$ cat src/psa_pkg.sv
package psa_pkg;
    // ----------------------------------------
    // register map and field layout
    // ----------------------------------------
    localparam logic [10:0] SIG_RED_ADDR   = 11'h010;
    localparam logic [10:0] SIG_GREEN_ADDR = 11'h011;
    localparam logic [10:0] SIG_BLUE_ADDR  = 11'h012;
    localparam logic [10:0] SIG_EXTRA_ADDR = 11'h013;
    localparam logic [10:0] CMD4_ADDR      = 11'h008;
    localparam int          CMD4_CLKEN_BIT = 5;
    localparam int          CMD4_RESET_BIT = 6;
    localparam int          CMD4_FDBK_BIT  = 7;
    localparam logic [7:0]  CMD4_RESET_VAL = 8'h40;
    localparam int          PIX_W          = 30;
    localparam int          SIG_W          = 33;
    // feedback taps for x^33 + x^20 + 1 (maximal length)
    localparam logic [32:0] SIG_POLY       = 33'h0_0010_0001;
    // host controller own register byte addresses
    localparam logic [7:0]  HC_CTRL_ADDR   = 8'h00;
    localparam logic [7:0]  HC_STAT_ADDR   = 8'h04;
    localparam logic [7:0]  HC_SIG_LO_ADDR = 8'h08;
    localparam logic [7:0]  HC_SIG_HI_ADDR = 8'h0C;
    localparam int          HC_CTRL_ARM    = 0;
    localparam int          HC_CTRL_STOP   = 1;
    localparam int          HC_STAT_BUSY   = 0;
    localparam int          HC_STAT_DONE   = 1;
    localparam int          HC_STAT_ARMED  = 2;
    // pipeline drain wait before freezing the signature
    localparam int          DRAIN_CYCLES   = 20;
    localparam logic [1:0]  AXI_OKAY       = 2'b00;
    localparam logic [1:0]  AXI_SLVERR     = 2'b10;
endpackage

$ cat src/psa_port_if.sv
`timescale 1ns/1ns
// microprocessor register port between host controller and device
interface psa_port_if;
    logic        cmdValid;   // one-cycle access strobe
    logic        cmdWrite;
    logic [10:0] cmdAddr;
    logic [9:0]  wrData;
    logic [9:0]  rdData;
    logic        rdValid;    // one-cycle read answer
    logic        busMode10;  // 1: 10-bit bus, 0: 8-bit bus
    modport device (input cmdValid, cmdWrite, cmdAddr, wrData, busMode10, output rdData, rdValid);
    modport host   (output cmdValid, cmdWrite, cmdAddr, wrData, busMode10, input rdData, rdValid);
endinterface

$ cat src/psa_host.sv
`timescale 1ns/1ns
// ----------------------------------------
// host end: axi4-lite controlled capture sequencer
// ----------------------------------------
module psa_host
    import psa_pkg::*;
(
    // clock and reset
    input  wire logic        core_clk,
    input  wire logic        rst,
    // axi4-lite slave
    input  wire logic [7:0]  s_axi_awaddr,
    input  wire logic        s_axi_awvalid,
    output logic             s_axi_awready,
    input  wire logic [31:0] s_axi_wdata,
    input  wire logic [3:0]  s_axi_wstrb,
    input  wire logic        s_axi_wvalid,
    output logic             s_axi_wready,
    output logic [1:0]       s_axi_bresp,
    output logic             s_axi_bvalid,
    input  wire logic        s_axi_bready,
    input  wire logic [7:0]  s_axi_araddr,
    input  wire logic        s_axi_arvalid,
    output logic             s_axi_arready,
    output logic [31:0]      s_axi_rdata,
    output logic [1:0]       s_axi_rresp,
    output logic             s_axi_rvalid,
    input  wire logic        s_axi_rready,
    // video timing
    input  wire logic        blankIn,
    input  wire logic        vretrace,
    // device register port
    psa_port_if.host         port
);
    typedef enum logic [7:0] {
        S_IDLE  = 8'b0000_0001, S_ARM   = 8'b0000_0010, S_LOW = 8'b0000_0100,
        S_HIGH  = 8'b0000_1000, S_WAITA = 8'b0001_0000, S_RUN = 8'b0010_0000,
        S_DRAIN = 8'b0100_0000, S_READ  = 8'b1000_0000
    } psa_state_t;

    psa_state_t  state_reg;
    logic [4:0]  drain_reg;
    logic [1:0]  rdIdx_reg;
    logic        rdPend_reg;
    logic [32:0] sig_reg;
    logic        done_reg;
    logic        awHeld_reg, wHeld_reg;
    logic [7:0]  awAddr_reg;
    logic [31:0] wData_reg;
    logic        armReq;
    logic        wStrb0_reg;

    // -------- axi write: latch address and data in either order
    assign s_axi_awready = !awHeld_reg && !s_axi_bvalid;
    assign s_axi_wready  = !wHeld_reg && !s_axi_bvalid;
    always_ff @(posedge core_clk or posedge rst) begin
        if (rst) begin
            awHeld_reg <= 1'b0; wHeld_reg <= 1'b0; awAddr_reg <= '0; wData_reg <= '0;
            wStrb0_reg <= 1'b0;
            s_axi_bvalid <= 1'b0; s_axi_bresp <= AXI_OKAY;
        end else begin
            if (s_axi_awvalid && s_axi_awready) begin awHeld_reg <= 1'b1; awAddr_reg <= s_axi_awaddr; end
            if (s_axi_wvalid && s_axi_wready) begin
                wHeld_reg  <= 1'b1;
                wData_reg  <= s_axi_wdata;
                wStrb0_reg <= s_axi_wstrb[0]; // strobe is only valid alongside wvalid
            end
            if (awHeld_reg && wHeld_reg) begin
                awHeld_reg <= 1'b0; wHeld_reg <= 1'b0; s_axi_bvalid <= 1'b1;
                s_axi_bresp <= (awAddr_reg == HC_CTRL_ADDR) ? AXI_OKAY : AXI_SLVERR;
            end else if (s_axi_bvalid && s_axi_bready) begin
                s_axi_bvalid <= 1'b0;
            end
        end
    end
    // only arm is honoured; a capture stops by itself after one frame
    assign armReq = awHeld_reg && wHeld_reg && awAddr_reg == HC_CTRL_ADDR
                    && wStrb0_reg && wData_reg[HC_CTRL_ARM];

    // -------- axi read
    assign s_axi_arready = !s_axi_rvalid;
    always_ff @(posedge core_clk or posedge rst) begin
        if (rst) begin
            s_axi_rvalid <= 1'b0; s_axi_rdata <= '0; s_axi_rresp <= AXI_OKAY;
        end else if (s_axi_arvalid && s_axi_arready) begin
            s_axi_rvalid <= 1'b1;
            s_axi_rresp  <= AXI_OKAY;
            unique case (s_axi_araddr)
                HC_CTRL_ADDR:   s_axi_rdata <= '0;
                HC_STAT_ADDR:   s_axi_rdata <= {29'h0, state_reg == S_WAITA || state_reg == S_RUN,
                                                done_reg, state_reg != S_IDLE};
                HC_SIG_LO_ADDR: s_axi_rdata <= sig_reg[31:0];
                HC_SIG_HI_ADDR: s_axi_rdata <= {31'h0, sig_reg[32]};
                default: begin
                    s_axi_rdata <= '0;
                    s_axi_rresp <= AXI_SLVERR;
                end
            endcase
        end else if (s_axi_rvalid && s_axi_rready) begin
            s_axi_rvalid <= 1'b0;
        end
    end

    // -------- capture sequencer
    always_ff @(posedge core_clk or posedge rst) begin
        if (rst) begin
            state_reg <= S_IDLE; drain_reg <= '0; rdIdx_reg <= '0; rdPend_reg <= 1'b0;
            sig_reg <= '0; done_reg <= 1'b0;
            port.cmdValid <= 1'b0; port.cmdWrite <= 1'b0; port.cmdAddr <= '0; port.wrData <= '0;
        end else begin
            port.cmdValid <= 1'b0;
            unique case (state_reg)
                S_IDLE: if (armReq) begin
                    done_reg <= 1'b0; state_reg <= S_ARM;
                end
                S_ARM: if (vretrace) begin // enable and feedback high, reset bit low
                    port.cmdValid <= 1'b1; port.cmdWrite <= 1'b1; port.cmdAddr <= CMD4_ADDR;
                    port.wrData <= 10'h0A0; state_reg <= S_HIGH;
                end
                S_HIGH: begin // reset bit back high completes the toggle
                    port.cmdValid <= 1'b1; port.cmdWrite <= 1'b1; port.wrData <= 10'h0E0;
                    state_reg <= S_WAITA;
                end
                S_WAITA: if (blankIn) state_reg <= S_RUN; // no port traffic while accumulating
                S_RUN: if (vretrace) begin
                    drain_reg <= 5'(DRAIN_CYCLES); state_reg <= S_DRAIN;
                end
                S_DRAIN: if (drain_reg != 5'd0) begin
                    drain_reg <= drain_reg - 5'd1;
                end else begin // clear enable, keep reset high
                    port.cmdValid <= 1'b1; port.cmdWrite <= 1'b1; port.wrData <= 10'h0C0;
                    rdIdx_reg <= '0; rdPend_reg <= 1'b0; state_reg <= S_READ;
                end
                S_READ: if (!rdPend_reg) begin
                    port.cmdValid <= 1'b1; port.cmdWrite <= 1'b0;
                    port.cmdAddr <= SIG_RED_ADDR + {9'h0, rdIdx_reg}; rdPend_reg <= 1'b1;
                end else if (port.rdValid) begin
                    rdPend_reg <= 1'b0;
                    unique case (rdIdx_reg)
                        2'd0: sig_reg[30:21] <= port.rdData;
                        2'd1: sig_reg[20:11] <= port.rdData;
                        2'd2: sig_reg[10:1]  <= port.rdData;
                        2'd3: {sig_reg[32:31], sig_reg[0]} <= port.rdData[2:0];
                    endcase
                    rdIdx_reg <= rdIdx_reg + 2'd1;
                    if (rdIdx_reg == 2'd3) begin
                        done_reg <= 1'b1; state_reg <= S_IDLE;
                    end
                end
                default: state_reg <= S_IDLE;
            endcase
        end
    end
    assign port.busMode10 = 1'b1; // host always uses the 10-bit bus
endmodule

$ cat src/flat_wrapper.sv
// flat-port wrapper written by rule: the top's interface ports become plain ports
module psa_host_flat import psa_pkg::*;
  (core_clk, rst, s_axi_awaddr, s_axi_awvalid, s_axi_awready, s_axi_wdata, s_axi_wstrb, s_axi_wvalid, s_axi_wready, s_axi_bresp, s_axi_bvalid, s_axi_bready, s_axi_araddr, s_axi_arvalid, s_axi_arready, s_axi_rdata, s_axi_rresp, s_axi_rvalid, s_axi_rready, blankIn, vretrace, port_cmdValid, port_cmdWrite, port_cmdAddr, port_wrData, port_busMode10, port_rdData, port_rdValid);
  psa_port_if port_i ();
  input  wire logic core_clk;
  input  wire logic rst;
  input  wire logic [7:0] s_axi_awaddr;
  input  wire logic s_axi_awvalid;
  output logic s_axi_awready;
  input  wire logic [31:0] s_axi_wdata;
  input  wire logic [3:0] s_axi_wstrb;
  input  wire logic s_axi_wvalid;
  output logic s_axi_wready;
  output logic [1:0] s_axi_bresp;
  output logic s_axi_bvalid;
  input  wire logic s_axi_bready;
  input  wire logic [7:0] s_axi_araddr;
  input  wire logic s_axi_arvalid;
  output logic s_axi_arready;
  output logic [31:0] s_axi_rdata;
  output logic [1:0] s_axi_rresp;
  output logic s_axi_rvalid;
  input  wire logic s_axi_rready;
  input  wire logic blankIn;
  input  wire logic vretrace;
  output wire logic [$bits(port_i.cmdValid)-1:0] port_cmdValid;
  output wire logic [$bits(port_i.cmdWrite)-1:0] port_cmdWrite;
  output wire logic [$bits(port_i.cmdAddr)-1:0] port_cmdAddr;
  output wire logic [$bits(port_i.wrData)-1:0] port_wrData;
  output wire logic [$bits(port_i.busMode10)-1:0] port_busMode10;
  input wire logic [$bits(port_i.rdData)-1:0] port_rdData;
  input wire logic [$bits(port_i.rdValid)-1:0] port_rdValid;
  assign port_cmdValid = port_i.cmdValid;
  assign port_cmdWrite = port_i.cmdWrite;
  assign port_cmdAddr = port_i.cmdAddr;
  assign port_wrData = port_i.wrData;
  assign port_busMode10 = port_i.busMode10;
  assign port_i.rdData = port_rdData;
  assign port_i.rdValid = port_rdValid;
  psa_host u_core (.core_clk(core_clk), .rst(rst), .s_axi_awaddr(s_axi_awaddr), .s_axi_awvalid(s_axi_awvalid), .s_axi_awready(s_axi_awready), .s_axi_wdata(s_axi_wdata), .s_axi_wstrb(s_axi_wstrb), .s_axi_wvalid(s_axi_wvalid), .s_axi_wready(s_axi_wready), .s_axi_bresp(s_axi_bresp), .s_axi_bvalid(s_axi_bvalid), .s_axi_bready(s_axi_bready), .s_axi_araddr(s_axi_araddr), .s_axi_arvalid(s_axi_arvalid), .s_axi_arready(s_axi_arready), .s_axi_rdata(s_axi_rdata), .s_axi_rresp(s_axi_rresp), .s_axi_rvalid(s_axi_rvalid), .s_axi_rready(s_axi_rready), .blankIn(blankIn), .vretrace(vretrace), .port(port_i));
endmodule
$ cat config.mk
export PLATFORM = sky130hd
export DESIGN_NAME = psa_host_flat
export DESIGN_NICKNAME = d
export VERILOG_FILES = /design/src/psa_pkg.sv /design/src/psa_port_if.sv /design/src/psa_host.sv /design/src/flat_wrapper.sv
export SDC_FILE = /design/constraint.sdc
export NUM_CORES = 1
export LEC_CHECK = 0
export ABC_AREA = 1
export BUFFER_PORTS_ARGS = -buffer_cell sky130_fd_sc_hd__buf_2
export CAP_MARGIN = 40
export CELL_PAD_IN_SITES_DETAIL_PLACEMENT = 1
export CELL_PAD_IN_SITES_GLOBAL_PLACEMENT = 2
export CORE_ASPECT_RATIO = 1.4
export CORE_UTILIZATION = 27
export CTS_CLUSTER_SIZE = 24
export DETAILED_ROUTE_END_ITERATION = 6
export PLACE_DENSITY_LB_ADDON = 0.1
export SETUP_SLACK_MARGIN = 0.5
export SLEW_MARGIN = 20
export SYNTH_ARGS = -nofsm -noshare
export SYNTH_HDL_FRONTEND = slang
export SYNTH_SLANG_ARGS = --single-unit
$ cat constraint.sdc
create_clock -name core_clk -period 3.71 [get_ports core_clk]
set_input_delay 1.113 -clock core_clk [delete_from_list [all_inputs] [get_ports core_clk]]
set_output_delay 1.113 -clock core_clk [all_outputs]
set_load 0.02 [all_outputs]
[After elaboration in Yosys (flattened, before gate mapping)]
Index checks and enable logic that the tools add are counted.
Storage, ports and cells
  register bits after elaboration: 123
  logic and storage cells: 143
  input bits: 72
Operators by class
  reductions and logical operators: 43
  muxes and demuxes: 50
  add/subtract/negate cells: 3
  eq/ne operators: 24
Operators with widths (count)
  32-bit case mux with 3 select lines: 1
  8-bit 2-to-1 mux: 8
  8-bit case mux with 7 select lines: 1
  10-bit case mux with 3 select lines: 1
  8-bit by 4-bit == test with 1-bit output (second input constant): 3
  4-bit AND reduction: 6
  11-bit 2-to-1 mux: 2
  11-bit case mux with 2 select lines: 1
  1-bit 2-to-1 mux: 21
  10-bit 2-to-1 mux: 2
  8-bit zero test: 2
  2-bit nonzero test: 8
  2-bit inequality test (second input constant): 6
  1-bit logical AND: 11
  2-bit 2-to-1 mux: 5
  5-bit 2-to-1 mux: 2
  5-bit case mux with 2 select lines: 1
  3-bit AND reduction: 3
  8-bit by 1-bit == test with 1-bit output (second input constant): 1
  8-bit by 2-bit == test with 1-bit output (second input constant): 1
  8-bit by 3-bit == test with 1-bit output (second input constant): 1
  8-bit by 5-bit == test with 1-bit output (second input constant): 1
  8-bit by 6-bit == test with 1-bit output (second input constant): 1
  8-bit by 7-bit == test with 1-bit output (second input constant): 1
  21 further kinds: 30

[Longest topological paths before layout]
Gate-level depths: netlist of run 1.
  depth after elaboration: 6
  depth in mapped cells: 9
  mapped depth without buffers: 9

[Least setup slack after synthesis of run 1]
OpenSTA, ideal clock, no wires.
  kind: input to register
  from: in s_axi_araddr[7]
  to: reg u_core.s_axi_rdata[10]
  buffers on the path: 2
  arrival time: 2.016 ns
  slack: 1.611 ns
  library setup time: 0.083 ns
  data required time: 3.627 ns
  stages: 7
  cell sequence: nor2_1 nand3_1 nor4_4 nand2_1 clkbuf_2 buf_2 o21ai_0
On the way
  cells in the longest elaborated chain, start to end: 2
  elaborated cells between the ends (all ways): 4
  classes of those cells: eq/ne: 3; mux: 1
Ends and longest elaborated chain
  start, declared: RTL line flat_wrapper.sv:17  | input wire logic [7:0] s_axi_araddr;
  8-bit by 4-bit == test with 1-bit output / 8-bit by 3-bit == test with 1-bit output (equally long branches): RTL line psa_host.sv:88  | unique case (s_axi_araddr)
  32-bit case mux with 3 select lines (*): RTL line psa_host.sv:88
  end signal, assigned: RTL line psa_host.sv:90  | HC_STAT_ADDR: s_axi_rdata <= {29'h0, state_reg == S_WAITA || state_reg == S_RUN,
  end signal, assigned: RTL line psa_host.sv:92  | HC_SIG_LO_ADDR: s_axi_rdata <= sig_reg[31:0];
  end signal, assigned: RTL line psa_host.sv:93  | HC_SIG_HI_ADDR: s_axi_rdata <= {31'h0, sig_reg[32]};
  end, declared: RTL line psa_host.sv:25  | output logic [31:0] s_axi_rdata,
Mark *: on every way between the ends. The rest lies on a longest branch, timed or not.
A chain may end at the register's enable or synchronous reset.

[Worst setup path in the final report of run 1]
  from: reg u_core.s_axi_bvalid
  to: out s_axi_awready
On the way
  cells in the longest elaborated chain, start to end: 2
Ends and longest elaborated chain
  start, declared: RTL line psa_host.sv:20  | output logic s_axi_bvalid,
  start signal, assigned: RTL line psa_host.sv:60  | s_axi_bvalid <= 1'b0; s_axi_bresp <= AXI_OKAY;
  start signal, assigned: RTL line psa_host.sv:69  | awHeld_reg <= 1'b0; wHeld_reg <= 1'b0; s_axi_bvalid <= 1'b1;
  start signal, assigned: RTL line psa_host.sv:72  | s_axi_bvalid <= 1'b0;
  1-bit zero test: RTL line psa_host.sv:54  | assign s_axi_awready = !awHeld_reg && !s_axi_bvalid;
  1-bit logical AND: RTL line psa_host.sv:54
  end, declared: RTL line flat_wrapper.sv:9  | output logic s_axi_awready;
No other way between the ends.

==> metrics, run 1 <==
status complete, no violations; fin crit period 2.260 ns; CP Class reg2out; Max Slew Vio Count 0; Max-Cap Viols 0; flops & latches, synth between 100 and 150; postcts setup bufs 0; row cnt 57; nature of the critical path startpoint flip-flop; final hold vios 0; grt ovf 0; Sink Count approximately 110; Worst IR Drop VDD between 0.2 and 0.25 mV; Crit path required time 2.60 ns; Final Skew 0.006210 ns; EDFF count, synth 0; share of cells above drive strength 1 about 22%; clk_lat worst skew 0.35 ns; final WL 11760 microns; slowest CP cell dfrtp_1; pin count of the biggest net entering global routing 41; average cell area after synthesis 8.735 sq um; Antenna Nets Post-Route 0; Max stage delay on crit path 0.42 ns; H-tree depth 3; FMAX 442.5 MHz; Lkg Pwr 3.029 nW; fillers 2094; reg2reg setup slack 1.71 ns; commonest cells after routing, fill and taps aside nand2_1, dfrtp_1, inv_1, buf_2, o21ai_0; Cell Area, Synth 4743 sq um; Die Span X about 110 microns; max reg flops 33; register area share after synthesis 55.95%; number of buffers created by CTS 9; First DRT Iteration DRCs just over 80; full die area 18110 sq um; area grow syn2layout 20.55%; core region area 17260 sq um; vias in the first global route 3876; buffer and inverter count on the worst path 1; first-pass GRT wire length 19740 microns; DR pass1 iterations 4; nets approximately 710; top cell type's share of synthesized area 55.39%; Crit. End Element output port; diodes inserted 0; Cell Pwr Density 503.6 nW/um^2; height of the die 158.8 microns; Post-synth ARST share 100.0%; RSZ-0062 raised after global routing false; Synth Flop Type dfrtp_1; DPL Wire Length 8704 microns; most common cell after layout, fill and taps aside nand2_1; TritonCTS clock tree built; Tcrit/Tclk final 60.92%; Vias approximately 3.6k; Starting Density between 20% and 30%; clk buf depth 2; Synth area leader dfrtp_1; final setup violation count 0; Reg clk slew, reported paths approximately 0.070 ns; Worst Hold Class reg2reg; Setup TNS 0 ns; post_cts resized 0; worst-path cell chain nor2_1 -> buf_2; Via density 4.171; slew margin rel. 60.03%; post-DR wirelength/cell 13.49 microns; # port buffers 85; drt drc 0; Mapped Cells 543; CTS Root Cell clkbuf_16; hold_buf cts 0; count of cell types in the netlist 32; Max FO, Critical Path 4; data arrival time of the worst path between 1 and 1.5 ns; final core occ 33.13%; RePlAce Congestion around 0.76; top area cells in the synthesized netlist dfrtp_1, nand2_1, inv_1, o21ai_0, nor2_1; total track usage 14.20%; family with the most delay on the worst path flip-flops; Syn. warnings 0; Worst Tran Pin Value around 0.6 ns; initial antenna violation count 0; num ports between 100 and 150
[through the flow]
step	area (sq um)	hold WS, ns	cells	power [mW]	worst slack, ns
after global placement	5395	0.4475	855	1.919	1.352
after CTS	5718	0.4729	872	2.947	1.413
after global routing	5718	0.5045	872	3.075	1.396
after detailed placement	5415	0.4560	856	1.936	1.338
after floorplan	4803	0.4418	558	1.760	1.324
final	5718	0.4638	872	2.879	1.450
[Yosys cell counts, types with 6 or more instances]
library cell,instances
nand2_1,137
dfrtp_1,105
inv_1,94
o21ai_0,42
nor2_1,37
nand3_1,24
o21ai_1,20
buf_4,17
o21ai_2,10
a21oi_1,8
ha_1,6
mux2_2,6
[layer usage]
layer	track usage, %	routed length [microns]	vias up
met2	26.45	6516	51
li1	-	-	1803
met4	4.782	165	0
met5	0	0	-
met3	2.405	349	11
met1	16.00	4730	1772
[kinds of logic after synthesis]
family          after synthesis  synth area share (%)
mux                           6                 1.424
compound gates               82                 9.549
fa+ha+maj                     6                 1.583
simple gates                214                 19.26
other cells                   2                0.1583
xor+xnor                      2                0.3694
flops                       106                 55.95
buf+inv                     125                 11.71
[final timing paths]
check,from,endpoint,depth (start not counted)
setup / recovery,u_core.s_axi_bvalid,s_axi_awready,2
hold / removal,u_core.port.wrData[7],u_core.port.wrData[7],2
setup reg to reg,u_core.state_reg[3],u_core.sig_reg[28],7
hold reg to reg,u_core.port.wrData[7],u_core.port.wrData[7],2
max in group asynchronous,rst,u_core.state_reg[0],4
min in group asynchronous,rst,u_core.awAddr_reg[5],2
[final cells by class]
| type | count | area (sq um) | share of cell area, % |
|---|---|---|---|
| Timing Repair Buffer | 92 | 515.5 | 9.015 |
| Clock inverter | 7 | 77.57 | 1.357 |
| Clock buffer | 9 | 225.2 | 3.939 |
| Multi-Input combinational cell | 327 | 1590 | 27.81 |
| Inverter | 95 | 360.3 | 6.302 |
| Tap cell | 236 | 295.3 | 5.164 |
| Sequential cell | 106 | 2654 | 46.41 |
[report_power, final]
part / leakage (nW) / total, mW / internal (mW) / switching, mW
Combinational: 1.64 / 0.536 / 0.187 / 0.350
Sequential: 1.25 / 1.36 / 1.28 / 0.0737
Clock: 0.145 / 0.987 / 0.531 / 0.456
[tightest hold or removal path: stages (launching register included)]
cell	delay [ns]
dfrtp_1	0.34
inv_1	0.04
nand2_1	0.05
(Power assumes the default switching activity.)
==> run 2: changes to the inputs <==
--- a/config.mk
+++ b/config.mk
@@ -5,13 +5,13 @@
 export SDC_FILE = /design/constraint.sdc
 export NUM_CORES = 1
 export LEC_CHECK = 0
-export ABC_AREA = 1
+export ABC_AREA = 0
 export BUFFER_PORTS_ARGS = -buffer_cell sky130_fd_sc_hd__buf_2
 export CAP_MARGIN = 40
 export CELL_PAD_IN_SITES_DETAIL_PLACEMENT = 1
 export CELL_PAD_IN_SITES_GLOBAL_PLACEMENT = 2
 export CORE_ASPECT_RATIO = 1.4
-export CORE_UTILIZATION = 27
+export CORE_UTILIZATION = 30
 export CTS_CLUSTER_SIZE = 24
 export DETAILED_ROUTE_END_ITERATION = 6
 export PLACE_DENSITY_LB_ADDON = 0.1
==> constraint.sdc (replaced) <==
create_clock -name core_clk -period 1.9 [get_ports core_clk]
set_input_delay 0.57 -clock core_clk [delete_from_list [all_inputs] [get_ports core_clk]]
set_output_delay 0.57 -clock core_clk [all_outputs]
set_load 0.02 [all_outputs]
==> run 2 against run 1 <==
Compared with the run above: non-clock buffer count up 93; wire length is 3.3% higher; largest cell class unchanged; global-route usage grew 2.0 points; setup slack worse by 1.4 ns; clock power rose by 110%; final area is 23% higher; hold slack lost 0.22 ns; highest routed layer unchanged; sequential power up 86%; via count fell by 4.1%; synthesized cell count is 33% lower; flip-flop and latch count is the same.
==> metrics, run 2 <==
most common cell after layout, fill and taps aside dfrtp_1 (was nand2_1); Antenna Nets Post-Route 0 (unchanged); fillers 1523 (was 2094); DR pass1 iterations 4 (unchanged); Mapped Cells 362 (was 543); CP Class reg2reg (was reg2out); flops & latches, synth 106 (unchanged); Flop pwr share 45.9% (was 47.1%); Starting Density 31.04% (was 27.48%); First DRT Iteration DRCs 91 (was 82); Via density 4.734 (was 4.171); max reg flops 33 (unchanged); data arrival time of the worst path 2.08 ns (was 1.15 ns); Tcrit/Tclk final 96.85%; nature of the critical path startpoint flip-flop (unchanged); Cell Pwr Density 779.8 nW/um^2 (was 503.6 nW/um^2); Post-synth top cells dfrtp_1, mux2_2, a22o_1 (was nand2_1, dfrtp_1, inv_1); total track usage 16.25% (was 14.20%); average cell area after synthesis 12.50 sq um (was 8.735 sq um); buffer and inverter count on the worst path 0 (was 1); pin count of the biggest net entering global routing 35 (was 41); status complete, no violations (unchanged); commonest cells after routing, fill and taps aside dfrtp_1, buf_4, buf_6, mux2_2, buf_2 (was nand2_1, dfrtp_1, inv_1, buf_2, o21ai_0); core region area 14570 sq um (was 17260 sq um); worst-path cell chain or4_4 -> or3_4 -> and2_4 -> a22o_1 (was nor2_1 -> buf_2); clock power share 37.9% (was 34.3%); # port buffers 85 (unchanged); final hold vios 0 (unchanged); Net Sw Frac 26.08% (was 30.55%); combinational power share 16.2% (was 18.6%); drt drc 0 (unchanged); first-pass GRT wire length 19620 microns (was 19740 microns); Max FO, Critical Path 5 (was 4); Die Span X 105.8 microns (was 114.0 microns); Synth Flop Type dfrtp_1 (unchanged); cell area after layout 7058 sq um (was 5718 sq um); mux cell area share after synthesis 10.92% (was 1.424%); most frequent cell after synthesis dfrtp_1 (was nand2_1); TritonCTS clock tree built (unchanged); hold_buf cts 0 (unchanged); share of cells above drive strength 1 57.30% (was 21.70%); final setup violation count 0 (unchanged); FMAX between 500 and 600 MHz; top cell type's share of synthesized area 58.08% (was 55.39%); Final Skew 0.01098 ns (was 0.006210 ns); top area cells in the synthesized netlist dfrtp_1, mux2_2, a22o_1, buf_4, ha_1 (was dfrtp_1, nand2_1, inv_1, o21ai_0, nor2_1); num ports 137 (unchanged); Max Slew Vio Count 0 (unchanged); Synth area leader dfrtp_1 (unchanged); Max stage delay on crit path 0.59 ns (was 0.42 ns); area post-placement 5475 sq um (was 5415 sq um); height of the die 147.3 microns (was 158.8 microns); final WL 12150 microns (was 11760 microns); clk_lat worst skew 0.35 ns (about the same); Crit path required time 2.13 ns (was 2.60 ns); Worst Hold Class in2async (was reg2reg); Post-synth ARST share 100.0% (unchanged); DPL Wire Length 7674 microns (was 8704 microns); Crit. End Element flip-flop (was output port); nets 621 (was 709); H-tree depth 3 (unchanged); xor-xnor portion of the synthesized cell area 0.3872% (was 0.3693%); Reg clk slew, reported paths 0.08 ns (was 0.07 ns); largest family of logic cells by synthesized area compound AO/OA/AOI/OAI gates (was simple AND/OR/NAND/NOR gates); slowest CP cell or4_4 (was dfrtp_1); Cell Area, Synth 4524 sq um (was 4743 sq um); initial antenna violation count 0 (unchanged); clk buf depth 2 (unchanged); number of buffers created by CTS 9 (unchanged); RePlAce Congestion 0.7385 (was 0.7593); post-synthesis compound-gate area fraction 11.53% (was 9.549%); RSZ-0062 raised after global routing true (was false); Sink Count 106 (unchanged); Vias 3489 (was 3637); Power, Total 5.504 mW (was 2.879 mW); Net Switching 1.435 mW (was 879.6 uW); row cnt 52 (was 57); count of cell types in the netlist 51 (was 32); design internal power 4.068 mW (was 2.000 mW); area grow syn2layout 56.00% (was 20.55%); Max-Cap Viols 0 (unchanged); Lkg Pwr 3.384 nW (was 3.029 nW); Syn. warnings 0 (unchanged); fin crit period 1.840 ns; Synth Area in Adders 1.659% (was 1.583%); full die area 15580 sq um (was 18110 sq um); Post-Synth Simple-Gate Area 11.34% (was 19.26%); diodes inserted 0 (unchanged); family with the most delay on the worst path simple AND/OR/NAND/NOR gates (was flip-flops); Worst IR Drop VDD 0.4681 mV (was 0.2396 mV); grt ovf 0 (unchanged); register area share after synthesis 58.66% (was 55.95%); EDFF count, synth 0 (unchanged); vias in the first global route 3796 (was 3876); CTS Root Cell clkbuf_16 (unchanged); post-DR wirelength/cell 16.49 microns (was 13.49 microns)
run 2: repair_timing:
item,CTS,global route
endpoints found under the hold margin,0,0
cloned,4,0
setup endpoints to repair,144,138
resized for setup,138,41
pin swaps,20,18
buffers inserted,46,23
run 2: per-layer routing:
metal  global-route usage [%]  vias up  part of all wire, %  wire length (microns)
li1                         -     1640                    -                      -
met1                    18.76     1779                   41                   4973
met2                    30.13       60                   55                   6733
met3                    3.150       10                  2.7                    331
met4                    4.583        0                 0.95                    116
met5                        0        -                    0                      0
run 2: logic make-up after synthesis:
family	after synthesis
flip-flops	106
AND/OR/NAND/NOR	87
AO/OA/AOI/OAI	71
multiplexers	44
buffers and inverters	44
adder cells (fa/ha/maj)	6
other	2
XOR/XNOR	2
run 2: stage by stage:
stage               hold WS, ns  util [%]  instances  setup TNS [ns]  setup WS (ns)
finish                   0.2433     48.43        737               0        0.05981
global route             0.2649     48.43        737               0        0.01046
CTS                      0.2495     46.00        714               0        0.06188
detailed placement       0.4533     37.57        648         -0.1450       -0.03910
global placement         0.4519     37.57        648               0        0.01223
floorplan                0.4605         -        377               0        0.01852
run 2: cell type report:
type                            instances  area (sq um)  share of cell area [%]
Clock inverter                          6         95.09                   1.347
Clock buffer                           10         239.0                   3.386
Inverter                               13         55.05                  0.7800
Sequential cell                       106          2656                   37.64
Tap cell                              189         236.5                   3.350
Timing Repair Buffer                  185          1675                   23.74
Multi-Input combinational cell        228          2101                   29.76
run 2: final timing paths:
path	depth (start not counted)	from	slack, ns	to
setup / recovery	4	u_core.state_reg[4]	0.06	u_core.port.cmdAddr[0]
hold / removal	2	rst	0.24	u_core.s_axi_rdata[2]
setup reg to reg	4	u_core.state_reg[4]	0.06	u_core.port.cmdAddr[0]
hold reg to reg	1	u_core.sig_reg[23]	0.49	u_core.s_axi_rdata[23]
max in group asynchronous	3	rst	1.11	u_core.port.wrData[7]
min in group core_clk	2	s_axi_bready	0.38	u_core.s_axi_bvalid
run 2: power by group through the flow:
stage | clock (mW) | combinational [mW] | sequential (mW)
detailed placement | 0 | 0.691 | 2.57
CTS | 2.15 | 0.817 | 2.52
floorplan | 0 | 0.482 | 2.55
finish | 2.09 | 0.892 | 2.53
global route | 2.24 | 0.973 | 2.55
global placement | 0 | 0.673 | 2.56
